[config.mk]
export PLATFORM = sky130hd
export DESIGN_NAME = arm_matcher
export DESIGN_NICKNAME = d
export VERILOG_FILES = /design/src/verilog/arm_pkg.sv /design/src/verilog/arm_matcher.sv
export SDC_FILE = /design/constraint.sdc
export NUM_CORES = 1
export LEC_CHECK = 0
export BUFFER_PORTS_ARGS = -buffer_cell sky130_fd_sc_hd__buf_2
export CAP_MARGIN = 10
export CORE_AREA = 2 2 181 183
export DETAILED_ROUTE_END_ITERATION = 6
export DIE_AREA = 0 0 183 185
export MAX_ROUTING_LAYER = met4
export PLACE_DENSITY_LB_ADDON = 0.2
export RECOVER_POWER = 50
export SYNTH_ARGS = -nofsm -noshare
export SYNTH_HDL_FRONTEND = slang
export SYNTH_SLANG_ARGS = --single-unit
export TNS_END_PERCENT = 5
[constraint.sdc]
create_clock -name clk_i -period 2.1 [get_ports clk_i]
set_input_delay 0.21 -clock clk_i [delete_from_list [all_inputs] [get_ports clk_i]]
set_output_delay 0.21 -clock clk_i [all_outputs]
set_load 0.005 [all_outputs]
[src/verilog/arm_pkg.sv]
// constants for the arp access rule matcher
package arm_pkg;
   // apb register byte offsets
   localparam logic [7:0] ADDR_CTRL = 8'h00;
   localparam logic [7:0] ADDR_SPA = 8'h04;
   localparam logic [7:0] ADDR_SPA_MASK = 8'h08;
   localparam logic [7:0] ADDR_TPA = 8'h0c;
   localparam logic [7:0] ADDR_TPA_MASK = 8'h10;
   localparam logic [7:0] ADDR_STATUS = 8'h14;
   // control field positions, each field two bits wide
   localparam int CTRL_OPKIND_LSB = 0;
   localparam int CTRL_REQREP_LSB = 2;
   localparam int CTRL_SPA_LSB = 4;
   localparam int CTRL_TPA_LSB = 6;
   localparam int CTRL_SHA_LSB = 8;
   localparam int CTRL_THA_LSB = 10;
   localparam int CTRL_LEN_LSB = 12;
   localparam int CTRL_HRD_LSB = 14;
   localparam int CTRL_PRO_LSB = 16;
   localparam int CTRL_WIDTH = 18;
   localparam logic [31:0] CTRL_RESET = 32'h0000_0000;
   // opcode kind settings
   localparam logic [1:0] OPK_ANY = 2'h0;
   localparam logic [1:0] OPK_ARP = 2'h1;
   localparam logic [1:0] OPK_RARP = 2'h2;
   localparam logic [1:0] OPK_OTHER = 2'h3;
   // request/reply settings
   localparam logic [1:0] RR_ANY = 2'h0;
   localparam logic [1:0] RR_REQUEST = 2'h1;
   localparam logic [1:0] RR_REPLY = 2'h2;
   // protocol address modes
   localparam logic [1:0] PA_ANY = 2'h0;
   localparam logic [1:0] PA_HOST = 2'h1;
   localparam logic [1:0] PA_NETWORK = 2'h2;
   // tri-state check settings
   localparam logic [1:0] TRI_ANY = 2'h0;
   localparam logic [1:0] TRI_ZERO = 2'h1;
   localparam logic [1:0] TRI_ONE = 2'h2;
   // frame field values
   localparam logic [15:0] OP_ARP_REQ = 16'h0001;
   localparam logic [15:0] OP_ARP_REP = 16'h0002;
   localparam logic [15:0] OP_RARP_REQ = 16'h0003;
   localparam logic [15:0] OP_RARP_REP = 16'h0004;
   localparam logic [7:0] HLN_ETHERNET = 8'h06;
   localparam logic [7:0] PLN_IPV4 = 8'h04;
   localparam logic [15:0] HRD_ETHERNET = 16'h0001;
   localparam logic [15:0] PRO_IPV4 = 16'h0800;
endpackage

[src/verilog/arm_matcher.sv]
// arp/rarp access rule entry matcher with apb configuration
//
// Function
// - opcode kind demands an ARP, RARP or unknown opcode, or is ignored.
// - request/reply demands a request or a reply opcode, or is ignored.
// - sender address: ignored in Any mode, exact match in Host mode.
// - Network mode compares the sender address only on sender mask bits.
// - target address: ignored in Any mode, exact match in Host mode.
// - Network mode compares the target address only on target mask bits.
// - ARP frames: sender hw address checked equal or unequal to source MAC.
// - RARP frames: target hw address checked equal or unequal to source MAC.
// - length pair check demands or refuses hw length 6 with proto length 4.
// - the hardware space check demands or refuses hardware type 1.
// - the protocol space check demands or refuses protocol type 0x800.
//
// Register map, one 32-bit word each, byte addressed:
//   0x00 control word of nine two-bit selectors, bits 31:18 read zero
//   0x04 sender address
//   0x08 sender mask
//   0x0c target address
//   0x10 target mask
//   0x14 status, read only: [15:0] match count, [16] live verdict
//        of the frame fields now on the inputs; any write clears the count
//   other offsets answer with an error, read zero and ignore writes
// Control word selectors:
//   [1:0] opcode kind: 0 any, 1 ARP, 2 RARP, 3 unknown opcode
//   [3:2] request/reply: 0 any, 1 request, 2 reply, 3 any
//   [5:4] sender address, [7:6] target address: 0 any, 1 host,
//        2 network, 3 any
//   [9:8] sender hw equals source, [11:10] target hw equals source,
//   [13:12] length pair, [15:14] hw type, [17:16] protocol type:
//        0 any, 1 must be false, 2 must be true, 3 any
// Reset leaves every selector at any, so every frame matches.
// Timing:
//   the bus never inserts wait states; read data is captured in the
//   setup cycle and stands until the next setup cycle
//   result_valid_o follows frame_valid_i by one clock, and the verdict
//   uses the control word as it stood when the frame was taken
//   a match and a status clear in one cycle leave the count at zero
`timescale 1ns/100ps
module arm_matcher
(
   input wire logic clk_i,
   input wire logic rst_n_i,
   // apb slave
   input wire logic psel_i,
   input wire logic penable_i,
   input wire logic pwrite_i,
   input wire logic [7:0] paddr_i,
   input wire logic [31:0] pwdata_i,
   output logic [31:0] prdata_o,
   output logic pready_o,
   output logic pslverr_o,
   // parsed frame in
   input wire logic frame_valid_i,
   input wire logic [47:0] frame_smac_i,
   input wire logic [15:0] frame_hrd_i,
   input wire logic [15:0] frame_pro_i,
   input wire logic [7:0] frame_hln_i,
   input wire logic [7:0] frame_pln_i,
   input wire logic [15:0] frame_op_i,
   input wire logic [47:0] frame_sha_i,
   input wire logic [31:0] frame_spa_i,
   input wire logic [47:0] frame_tha_i,
   input wire logic [31:0] frame_tpa_i,
   // verdict
   output logic result_valid_o,
   output logic result_match_o
);

   ////////////////////////////////////////////////////////////////////////////
   typedef struct packed
   {
      logic [31:0] ctrl;
      logic [31:0] spa;
      logic [31:0] spa_mask;
      logic [31:0] tpa;
      logic [31:0] tpa_mask;
      logic [15:0] match_cnt;
      logic [31:0] prdata;
      logic res_valid;
      logic res_match;
   } arm_state_type;

   arm_state_type state_q;
   arm_state_type state_d;

   ////////////////////////////////////////////////////////////////////////////
   // three-way check: any, must be false, must be true
   function automatic logic tri_ok(input logic [1:0] sel, input logic cond);
      logic ok;
      ok = 1'b1;
      if (sel == arm_pkg::TRI_ZERO)
      begin
         ok = !cond;
      end
      else if (sel == arm_pkg::TRI_ONE)
      begin
         ok = cond;
      end
      return ok;
   endfunction

   // protocol address filter in any, host or network mode
   function automatic logic pa_ok(input logic [1:0] mode,
                                  input logic [31:0] addr,
                                  input logic [31:0] cfg,
                                  input logic [31:0] mask);
      logic ok;
      ok = 1'b1;
      if (mode == arm_pkg::PA_HOST)
      begin
         ok = (addr == cfg);
      end
      else if (mode == arm_pkg::PA_NETWORK)
      begin
         ok = ((addr & mask) == (cfg & mask));
      end
      return ok;
   endfunction

   // true only for the six offsets that hold a register
   function automatic logic addr_mapped(input logic [7:0] addr);
      logic hit;
      hit = 1'b0;
      unique case (addr)
         arm_pkg::ADDR_CTRL, arm_pkg::ADDR_SPA, arm_pkg::ADDR_SPA_MASK,
         arm_pkg::ADDR_TPA, arm_pkg::ADDR_TPA_MASK, arm_pkg::ADDR_STATUS:
            hit = 1'b1;
         default: hit = 1'b0;
      endcase
      return hit;
   endfunction

   ////////////////////////////////////////////////////////////////////////////
   // opcode decode
   logic is_arp_req;
   logic is_arp_rep;
   logic is_rarp_req;
   logic is_rarp_rep;
   logic is_arp;
   logic is_rarp;
   logic is_unknown;
   assign is_arp_req = (frame_op_i == arm_pkg::OP_ARP_REQ);
   assign is_arp_rep = (frame_op_i == arm_pkg::OP_ARP_REP);
   assign is_rarp_req = (frame_op_i == arm_pkg::OP_RARP_REQ);
   assign is_rarp_rep = (frame_op_i == arm_pkg::OP_RARP_REP);
   // frame kind from the opcode
   assign is_arp = is_arp_req | is_arp_rep;
   assign is_rarp = is_rarp_req | is_rarp_rep;
   assign is_unknown = !(is_arp | is_rarp);

   // configuration fields
   logic [1:0] opkind_sel;
   logic [1:0] reqrep_sel;
   logic [1:0] spa_mode;
   logic [1:0] tpa_mode;
   logic [1:0] sender_hw_equals_source_check;
   logic [1:0] target_hw_equals_source_check;
   logic [1:0] length_pair_check;
   logic [1:0] hrd_check;
   logic [1:0] pro_check;
   // selectors sliced out of the control word
   assign opkind_sel = state_q.ctrl[arm_pkg::CTRL_OPKIND_LSB +: 2];
   assign reqrep_sel = state_q.ctrl[arm_pkg::CTRL_REQREP_LSB +: 2];
   assign spa_mode = state_q.ctrl[arm_pkg::CTRL_SPA_LSB +: 2];
   assign tpa_mode = state_q.ctrl[arm_pkg::CTRL_TPA_LSB +: 2];
   assign sender_hw_equals_source_check =
      state_q.ctrl[arm_pkg::CTRL_SHA_LSB +: 2];
   assign target_hw_equals_source_check =
      state_q.ctrl[arm_pkg::CTRL_THA_LSB +: 2];
   assign length_pair_check = state_q.ctrl[arm_pkg::CTRL_LEN_LSB +: 2];
   assign hrd_check = state_q.ctrl[arm_pkg::CTRL_HRD_LSB +: 2];
   assign pro_check = state_q.ctrl[arm_pkg::CTRL_PRO_LSB +: 2];

   ////////////////////////////////////////////////////////////////////////////
   // per-criterion verdicts
   logic ok_opkind;
   logic ok_reqrep;
   logic ok_spa;
   logic ok_tpa;
   logic ok_sha;
   logic ok_tha;
   logic ok_len;
   logic ok_hrd;
   logic ok_pro;
   logic all_ok;

   always_comb
   begin
      // opcode kind: any, ARP, RARP or unknown
      unique case (opkind_sel)
         arm_pkg::OPK_ARP: ok_opkind = is_arp;
         arm_pkg::OPK_RARP: ok_opkind = is_rarp;
         arm_pkg::OPK_OTHER: ok_opkind = is_unknown;
         default: ok_opkind = 1'b1;
      endcase
      // code 3 of request/reply is treated as any
      unique case (reqrep_sel)
         arm_pkg::RR_REQUEST: ok_reqrep = is_arp_req | is_rarp_req;
         arm_pkg::RR_REPLY: ok_reqrep = is_arp_rep | is_rarp_rep;
         default: ok_reqrep = 1'b1;
      endcase
   end

   assign ok_spa = pa_ok(spa_mode, frame_spa_i, state_q.spa, state_q.spa_mask);
   assign ok_tpa = pa_ok(tpa_mode, frame_tpa_i, state_q.tpa, state_q.tpa_mask);
   // hardware address checks apply only to their own frame kind
   assign ok_sha = !is_arp ||
      tri_ok(sender_hw_equals_source_check, frame_sha_i == frame_smac_i);
   assign ok_tha = !is_rarp ||
      tri_ok(target_hw_equals_source_check, frame_tha_i == frame_smac_i);
   assign ok_len = tri_ok(length_pair_check,
      (frame_hln_i == arm_pkg::HLN_ETHERNET) &&
      (frame_pln_i == arm_pkg::PLN_IPV4));
   assign ok_hrd = tri_ok(hrd_check,
      frame_hrd_i == arm_pkg::HRD_ETHERNET);
   assign ok_pro = tri_ok(pro_check, frame_pro_i == arm_pkg::PRO_IPV4);
   // every criterion must hold together
   assign all_ok = ok_opkind & ok_reqrep & ok_spa & ok_tpa & ok_sha &
      ok_tha & ok_len & ok_hrd & ok_pro;

   ////////////////////////////////////////////////////////////////////////////
   // apb decode
   logic apb_setup;
   logic apb_write;
   logic mapped;
   assign apb_setup = psel_i & !penable_i;
   assign apb_write = psel_i & penable_i & pwrite_i;
   assign mapped = addr_mapped(paddr_i);

   // next state
   always_comb
   begin
      // hold everything unless a frame or a bus access moves it
      state_d = state_q;
      // verdict pulse for the frame taken at this edge
      state_d.res_valid = frame_valid_i;
      state_d.res_match = frame_valid_i & all_ok;
      // count matches; a status clear in the same cycle wins below
      if (frame_valid_i && all_ok)
      begin
         state_d.match_cnt = 16'(state_q.match_cnt + 16'h0001);
      end
      // read data captured in setup, presented in access
      if (apb_setup)
      begin
         unique case (paddr_i)
            arm_pkg::ADDR_CTRL: state_d.prdata = state_q.ctrl;
            arm_pkg::ADDR_SPA: state_d.prdata = state_q.spa;
            arm_pkg::ADDR_SPA_MASK: state_d.prdata = state_q.spa_mask;
            arm_pkg::ADDR_TPA: state_d.prdata = state_q.tpa;
            arm_pkg::ADDR_TPA_MASK: state_d.prdata = state_q.tpa_mask;
            arm_pkg::ADDR_STATUS:
               state_d.prdata = {15'h0000, all_ok, state_q.match_cnt};
            default: state_d.prdata = 32'h0000_0000;
         endcase
      end
      // writes land at the access edge; unmapped offsets change nothing
      if (apb_write)
      begin
         unique case (paddr_i)
            arm_pkg::ADDR_CTRL: state_d.ctrl =
               {14'h0000, pwdata_i[arm_pkg::CTRL_WIDTH-1:0]};
            arm_pkg::ADDR_SPA: state_d.spa = pwdata_i;
            arm_pkg::ADDR_SPA_MASK: state_d.spa_mask = pwdata_i;
            arm_pkg::ADDR_TPA: state_d.tpa = pwdata_i;
            arm_pkg::ADDR_TPA_MASK: state_d.tpa_mask = pwdata_i;
            arm_pkg::ADDR_STATUS: state_d.match_cnt = 16'h0000;
            default: state_d.ctrl = state_q.ctrl;
         endcase
      end
   end

   // state register
   always_ff @(posedge clk_i)
   begin
      if (!rst_n_i)
      begin
         // all fields zero, control word to its reset value
         state_q <= '0;
         state_q.ctrl <= arm_pkg::CTRL_RESET;
      end
      else
      begin
         state_q <= state_d;
      end
   end

   ////////////////////////////////////////////////////////////////////////////
   // outputs
   assign prdata_o = state_q.prdata;
   assign pready_o = 1'b1; // zero wait states
   assign pslverr_o = psel_i & penable_i & !mapped;
   // registered verdict pulse
   assign result_valid_o = state_q.res_valid;
   assign result_match_o = state_q.res_match;

endmodule

Word-level counts from Yosys, hierarchy flattened
Index checks and enable logic that the tools add are counted.

Bits in registers: 196. Input bits: 318. Output and inout port bits: 36.

Add/sub/neg operators: 1. Eq/ne operators: 38. Muxes and demuxes: 21. Bitwise gates (word level): 22. Reductions and logical operators: 21.

Operators with widths (number): 32-bit one-hot mux with 6 select lines (1); 32-bit AND (4); 32-bit equality test (4); 48-bit equality test (2); 16-bit 2-to-1 mux (3); 16-bit by 1-bit equality test with 1-bit output, second input constant (2); 16-bit by 2-bit equality test with 1-bit output, second input constant (2); 8-bit by 3-bit equality test with 1-bit output, second input constant (3); 2-bit equality test, second input constant (10); 2-bit by 1-bit equality test with 1-bit output, second input constant (9); 16-bit by 1-bit adder with 16-bit output, second input constant (1); 16-bit by 12-bit equality test with 1-bit output, second input constant (1); 16-bit by 3-bit equality test with 1-bit output, second input constant (1); 8-bit by 4-bit equality test with 1-bit output, second input constant (2); 8-bit by 5-bit equality test with 1-bit output, second input constant (2); 1-bit 2-to-1 mux (15); 1-bit AND (13); 1-bit zero test (10); 2-bit AND reduction (5); 8-bit zero test (1); 6-bit OR reduction (1); 1-bit bitwise OR (5); 1-bit one-hot mux with 3 select lines (1); 1-bit logical AND (2); other kinds (2) (3).

Longest topological paths before layout
Gate-level depths: netlist (run 1).

Depth in word-level cells: 17. Mapped depth: 10. Gate-level depth less buffers: 9.

Worst setup path before layout (run 1)
Ideal clock, no wire load.

Kind: register -> register. Start point: register state_q[168] (netlist bit). End point: register state_q[43] (netlist bit). Library setup time: 119 ps. Arrival: 2117 ps. Path slack: -135 ps. Cell stages (with the launch flop): 10. Cells stage by stage: dfxtp_1 > xor2_1 > a22o_1 > a221oi_2 > nand4_1 > o311a_1 > a2111oi_4 > buf_6 > nand3_1 > mux2i_1.

Cells in the longest elaborated chain, start to end: 15. Elaborated cells between the ends (all ways): 16. Those cells by class: eq/ne (2); mux (5); bitwise (8); reduce/logical (1).

Ends and longest elaborated chain: from (decl) (RTL line arm_matcher.sv:85) `arm_state_type state_q;`; from (signal assigned) (RTL line arm_matcher.sv:286) `state_q <= state_d;`; 32-bit AND (RTL line arm_matcher.sv:117) `ok = ((addr & mask) == (cfg & mask));`; 32-bit equality test (RTL line arm_matcher.sv:117); 1-bit 2-to-1 mux (RTL line arm_matcher.sv:115) `else if (mode == arm_pkg::PA_NETWORK)`; 1-bit 2-to-1 mux (*) (RTL line arm_matcher.sv:111) `if (mode == arm_pkg::PA_HOST)`; 1-bit AND (*) (4 in a row) (RTL line arm_matcher.sv:220) `assign all_ok = ok_opkind & ok_reqrep & ok_spa & ok_tpa & ok_sha &`; 1-bit AND (*) (3 in a row) (RTL line arm_matcher.sv:221) `ok_tha & ok_len & ok_hrd & ok_pro;`; 1-bit logical AND (*) (RTL line arm_matcher.sv:241) `if (frame_valid_i && all_ok)`; 16-bit 2-to-1 mux (*) (RTL line arm_matcher.sv:241); 16-bit 2-to-1 mux (RTL line arm_matcher.sv:262) `unique case (paddr_i)`; 16-bit 2-to-1 mux (*) (RTL line arm_matcher.sv:260) `if (apb_write)`.

Mark *: on every way between the ends. The rest lies on a longest branch, timed or not. A chain may end at the register's enable or synchronous reset.

Worst setup path in the final report (run 1)
Start point: register state_q[152] (netlist bit). End point: register state_q[48] (netlist bit).

Same word-level chain as after synthesis.

==> results.cfg, run 1 <==
[outcome]
status = finished, violations left
violations = design-rule violations, negative setup slack

[run]
maxCapViolCount = 0

[synth]
synth_compound_area_share_pct = 16.0
yosys-mux-area-fraction_pct = 6.49
synth_top_family_by_area = simple AND/OR/NAND/NOR gates
synth_simple_gate_area_share_pct = 23.2
synth_adder_area_share_pct = 0.339
synth-async-reset-ratio_pct = 0
synth-main-ff-cell = dfxtp_1
synth_edf_count = 0
synth_xor_area_share_pct = 12.9
yosysUniqueCellTypes = 49
yosysWarningCount = 0
synthesis.nets = 1721
syn_avg_cell_area_sq_um = 7.90
postSynthCellCount = 1400
seq_area_frac_synth_pct = 35.5
yosys_register_bits = 196
syn_area_sq_um = 11100

[cells_and_area]
area_growth_pct = 40.0
layout_commonest_cell = nand2_1
fill_cells = 3272
drive_above_1_share_pct = 34.4
final_cell_mix = 334 x nand2_1, 321 x buf_2, 224 x buf_4
multi_input_area_sq_um = 6570
final_core_util_pct = 48.3
layout.nets = 2227
final_area_sq_um = 15500
regArea_sq_um = 3930

[floorplanning]
core_sq_um = 32000
io_pins = 354
dieArea_sq_um = 33900
rows = 66
initial_core_util_pct = 34.5
die_height_um = 185
fp.dieW_um = 183

[clock_network]
tritoncts = done
clock_sinks = 196
htree_levels = 4
clk-insertion-delay-late_ns = 0.45
cts_setup_buffers = 0
cts_root_buffer = clkbuf_16
cts.path.max_buffers = 2
clkTransAtPathRegs_ns = 0.08
cts_buffers = 17
cts_hold_buf = 0

[timing]
finalCritPeriodShare_pct = 122
finalHoldViolCount = 0
fin_skew_ns = 0.0189
layout_setup_ws_ns = -0.459
rsz0062_at_grt = yes
fmax_mhz = 391
whs_ns = 0.0182
fin_crit_ns = 2.56
setup_viol = 34
report.final.slew_viol_count = 0
relSlewSlack_pct = 55.3
tns_ns = -7.63
worst_pin_slew_ns = 0.671

[power_and_ir_drop]
p_switching_mw = 2.32
total_power_mw = 8.10
leakage_nw = 6.79
pwr-share-seq_pct = 46.0
power.density_nw_per_um2 = 523
pwr-share-comb_pct = 13.2
worst_ir_drop_vdd_mv = 0.491
p_sw_share_pct = 28.6
clockPowerShare_pct = 40.8
internal_power_mw = 5.78

[setup_path]
r2r_start = state_q[152]
critPathLaunchType = flip-flop
reg2regPathDepth = 10
max_stage_delay_ns = 0.39
ff2ff_setup_slack_ns = -0.46
critical_path_arrival_ns = 2.93
slowest_stage = o311a_1
cp_cell_sequence = xor2_1, a22o_1, a221oi_2, nand4_1, o311a_1, a2111oi_4, buf_12, buf_6, nand3_2, mux2i_1
cp_num_buf_inv = 2
worstPathRequired_ns = 2.47
r2r-end = state_q[48]
path_class = reg2reg
cp-end-kind = flip-flop
cpLargestDelayFamily = compound AO/OA/AOI/OAI gates
worst-path-max-fanout = 15

[min_path]
hold_class = in2reg
whs_endpoint = state_q[108]
hp-start = pwdata_i[26]
holdPathStages = 3

[routing]
wire_per_inst_um = 21.3
drtAntennaViolNets = 0
drt_first_iter_violations = 1137
wl_mm = 49.7
first_pass_iters = 7
via_per_inst = 5.22
via_count = 12200
drc = 4

[placement]
gp_congestion = 0.983
dp.final_hpwl_mm = 39.3
portBuffers = 352
placed_cell_area_sq_um = 14900

[global_route]
grt_pass1_wl_mm = 71.4
antenna_found_initial = 6
grt_pass1_vias = 11900
grt_remaining_overflow = 0
grt_start_max_net_pins = 74
grt.total_usage_pct = 29.6
flip-flops by register name, summed over array words and instances, names as in the netlist:
register	cells
result_valid_o	1
hrd_check	2
opkind_sel	2
pro_check	2
length_pair_check	2
sender_hw_equals_source_check	2
prdata_o	32
result_match_o	1
spa_mode	2
state_q	148
reqrep_sel	2
cell type report:
class	count	share of cell area, %
Antenna cell	6	0.0969
Inverter	7	0.186
Tap cell	408	3.30
Multi-Input combinational cell	1080	42.4
Timing Repair Buffer	604	25.0
Clock buffer	17	2.75
Sequential cell	196	25.3
Clock inverter	14	0.905
power by group through the flow:
stage / clock network, mW / registers (mW) / logic (mW)
6_report: 3.30 / 3.73 / 1.07
5_1_grt: 3.46 / 3.73 / 1.14
4_1_cts: 3.31 / 3.73 / 1.07
3_5_place_dp: 0 / 3.81 / 1.06
3_3_place_gp: 0 / 3.81 / 1.06
2_1_floorplan: 0 / 3.81 / 0.350
worst max-delay path by stage:
stage	start	end	slack, ns	cells past startpoint
final	state_q[152]	state_q[48]	-0.46	10
after global routing	state_q[96]	state_q[48]	-0.54	11
after CTS	state_q[96]	state_q[48]	-0.40	11
after detailed placement	frame_smac_i[11]	state_q[48]	-0.62	12
after global placement	frame_sha_i[14]	state_q[48]	-0.61	12
after floorplan	state_q[168]	state_q[43]	-0.14	9
what timing repair did:
item | CTS | global route
endpoints found under the hold margin | 0 | 0
setup endpoints to repair | 19 | 19
pin swaps | 4 | 2
resized for setup | 9 | 1
metal layers:
metal,GRT usage (%),share of wire [%]
met1,35.8,42
met4,13.9,4.0
met2,48.2,47
met3,4.97,7.5
met5,-,0
cell usage after synthesis, drive strengths merged, types with 2 or more instances:
master	count	area (sq um)
and2	4	25.0
a222oi	27	270
mux2i	38	380
o21ai	14	70.1
nor4	52	325
mux2	30	338
ha	3	37.5
a22oi	20	150
nor3	8	40.0
o22ai	5	31.3
o311a	4	40.0
a21oi	185	926
inv	7	26.3
and3	13	81.3
buf	48	334
nand2	334	1250
a221oi	10	113
nor2b	4	25.0
dfxtp	196	3920
or3	2	12.5
and4	4	35.0
xor2	162	1420
a2bb2oi	2	17.5
clkbuf	69	259
nand4	27	188
nand2b	25	156
nor4b	6	58.8
nand3	11	85.1
a22o	8	70.1
nor2	71	267
logic make-up after synthesis:
group                      after synthesis
and+or+nand+nor                        563
AOI/OAI and AO/OA                      282
DFF                                    196
xor gates and xnor gates               163
buffers and inverters                  124
muxes                                   68
adders and majority gates                3
other                                    1
metrics by stage:
step	setup slack, ns	std cells
final	-0.459	2332
after global routing	-0.545	2332
after CTS	-0.396	2326
after detailed placement	-0.623	2295
after global placement	-0.606	2295
after floorplan	-0.135	1400
worst min-delay path: cells and delay by family:
family / cells / cell delay [ns]
buffers and inverters: 1 / 0.12
and+or+nand+nor: 1 / 0.05
AOI/OAI and AO/OA: 1 / 0.05
No activity file was read; power rests on OpenSTA's default activity.
==> inputs of run 2 (changes only) <==
--- a/config.mk
+++ b/config.mk
@@ -13,6 +13,7 @@
 export MAX_ROUTING_LAYER = met4
 export PLACE_DENSITY_LB_ADDON = 0.2
 export RECOVER_POWER = 50
+export REMOVE_ABC_BUFFERS = 1
 export SYNTH_ARGS = -nofsm -noshare
 export SYNTH_HDL_FRONTEND = slang
 export SYNTH_SLANG_ARGS = --single-unit
==> results.cfg, run 2 (synthesis results as in run 1) <==
[timing]
tns_ns = -7.74
fmax_mhz = 389
report.final.slew_viol_count = 0
finalCritPeriodShare_pct = 123
setup_viol = 22
rsz0062_at_grt = yes
finalHoldViolCount = 0
relSlewSlack_pct = 48.6
fin_skew_ns = 0.0147
fin_crit_ns = 2.57
worst_pin_slew_ns = 0.767
layout_setup_ws_ns = -0.473

[power_and_ir_drop]
power.density_nw_per_um2 = 536
worst_ir_drop_vdd_mv = 0.517
pwr-share-seq_pct = 44.9
leakage_nw = 6.82
p_sw_share_pct = 26.4
p_switching_mw = 2.19
pwr-share-comb_pct = 12.9
clockPowerShare_pct = 42.3
internal_power_mw = 6.11

[cells_and_area]
final_area_sq_um = 15500
largest-register = state_q
layout.nets = 2223
layout_commonest_cell = nand2_1
final_core_util_pct = 48.4
drive_above_1_share_pct = 35.2
area_growth_pct = 40.1
final_cell_mix = 334 x nand2_1, 328 x buf_2, 225 x buf_4
largest_register_ffs = 148

[clock_network]
clk-insertion-delay-late_ns = 0.44
htree_levels = 4
clock_sinks = 196
cts.path.max_buffers = 2
tritoncts = done
cts_hold_buf = 0
cts_buffers = 17
clkTransAtPathRegs_ns = 0.08
cts_root_buffer = clkbuf_16

[routing]
wl_mm = 47.9
drc = 1
via_per_inst = 5.18
wire_per_inst_um = 20.6
first_pass_iters = 7
drtAntennaViolNets = 0
via_count = 12000
drt_first_iter_violations = 1207

[placement]
portBuffers = 352
gp_congestion = 0.966
dp.final_hpwl_mm = 37.3
placed_cell_area_sq_um = 14800

[global_route]
grt.total_usage_pct = 28.3
antenna_found_initial = 3
grt_remaining_overflow = 0
grt_pass1_vias = 11900
grt_pass1_wl_mm = 70.0
grt_start_max_net_pins = 71

[floorplanning]
core_sq_um = 32000
rows = 66
dieArea_sq_um = 33900
initial_core_util_pct = 34.5
fp.dieW_um = 183
io_pins = 354
die_height_um = 185

[setup_path]
path_class = reg2reg
worst-path-max-fanout = 7
r2r_start = state_q[174]
cp-end-kind = flip-flop
critical_path_arrival_ns = 2.90
worstPathRequired_ns = 2.43
reg2regPathDepth = 10
r2r-end = state_q[37]
critPathLaunchType = flip-flop
ff2ff_setup_slack_ns = -0.47

[min_path]
hold_class = in2reg
holdPathStages = 3
hp-start = pwdata_i[22]
whs_endpoint = state_q[168]

[run]
maxCapViolCount = 0

[outcome]
violations = design-rule violations, negative setup slack
status = finished, violations left
[run 2: cell types whose count changed in the layout (fill, tap and decap cells not counted), moves of 4 or more]
cell,before,now
buf_12,21,13
buf_2,321,328
xor2_1,162,158
xor2_2,0,4
clkbuf_1,32,25
[run 2: per-stage QoR]
step | hold WS, ns | power, mW | setup WS (ns) | instances
3_3_place_gp | 0.463 | 4.86 | -0.743 | 2288
3_5_place_dp | 0.462 | 4.86 | -0.872 | 2288
2_1_floorplan | 0.332 | 4.12 | -1.90 | 1283
5_1_grt | 0.0252 | 8.60 | -0.562 | 2326
4_1_cts | 0.0298 | 8.35 | -0.563 | 2322
6_report | 0.0257 | 8.31 | -0.473 | 2326
[run 2: layout make-up]
type	count	area [sq um]
fillers	3282	16500
inverters	7	28.8
clock inverters	12	159
well taps	408	510
multi-input cells	1080	6630
flip-flops and latches	196	3930
diodes	3	7.51
repair buffers	600	3770
clock buffers	20	467
[run 2: critical path, stage by stage (launching register included)]
cell       delay (ns)
dfxtp_2          0.34
xor2_2           0.19
a22o_1           0.19
a221oi_2         0.24
nand4_1          0.17
o311a_1          0.40
a2111oi_4        0.38
buf_6            0.19
buf_12           0.12
nand4_1          0.11
mux2i_1          0.14
[run 2: metal layers]
metal | track usage, % | up-vias | wire length, um
met3 | 4.03 | 73 | 3120
met1 | 33.7 | 5635 | 19900
li1 | - | 5849 | -
met2 | 48.9 | 492 | 23400
met5 | - | - | 0
met4 | 10.0 | 0 | 1460
[run 2: timing repair]
action / CTS / global route
resized for setup: 9 / 11
gates cloned: 1 / 0
pin swaps: 9 / 7
buffers inserted: 2 / 1
setup endpoints to repair: 18 / 18
[run 2: worst max-delay path by stage]
stage / start / end / slack [ns] / depth (start not counted)
after global routing: state_q[152] / state_q[37] / -0.56 / 10
after detailed placement: frame_smac_i[0] / prdata_o[16] / -0.87 / 11
after CTS: state_q[102] / state_q[37] / -0.56 / 10
after global placement: frame_smac_i[0] / prdata_o[16] / -0.74 / 11
after floorplan: paddr_i[0] / state_q[146] / -1.90 / 6
final: state_q[174] / state_q[37] / -0.47 / 10
[run 2: power groups by stage]
stage	combinational (mW)	sequential, mW	clock (mW)
detailed placement	1.05	3.81	0
global route	1.14	3.73	3.73
floorplan	0.307	3.81	0
global placement	1.05	3.81	0
finish	1.07	3.73	3.51
CTS	1.06	3.73	3.56
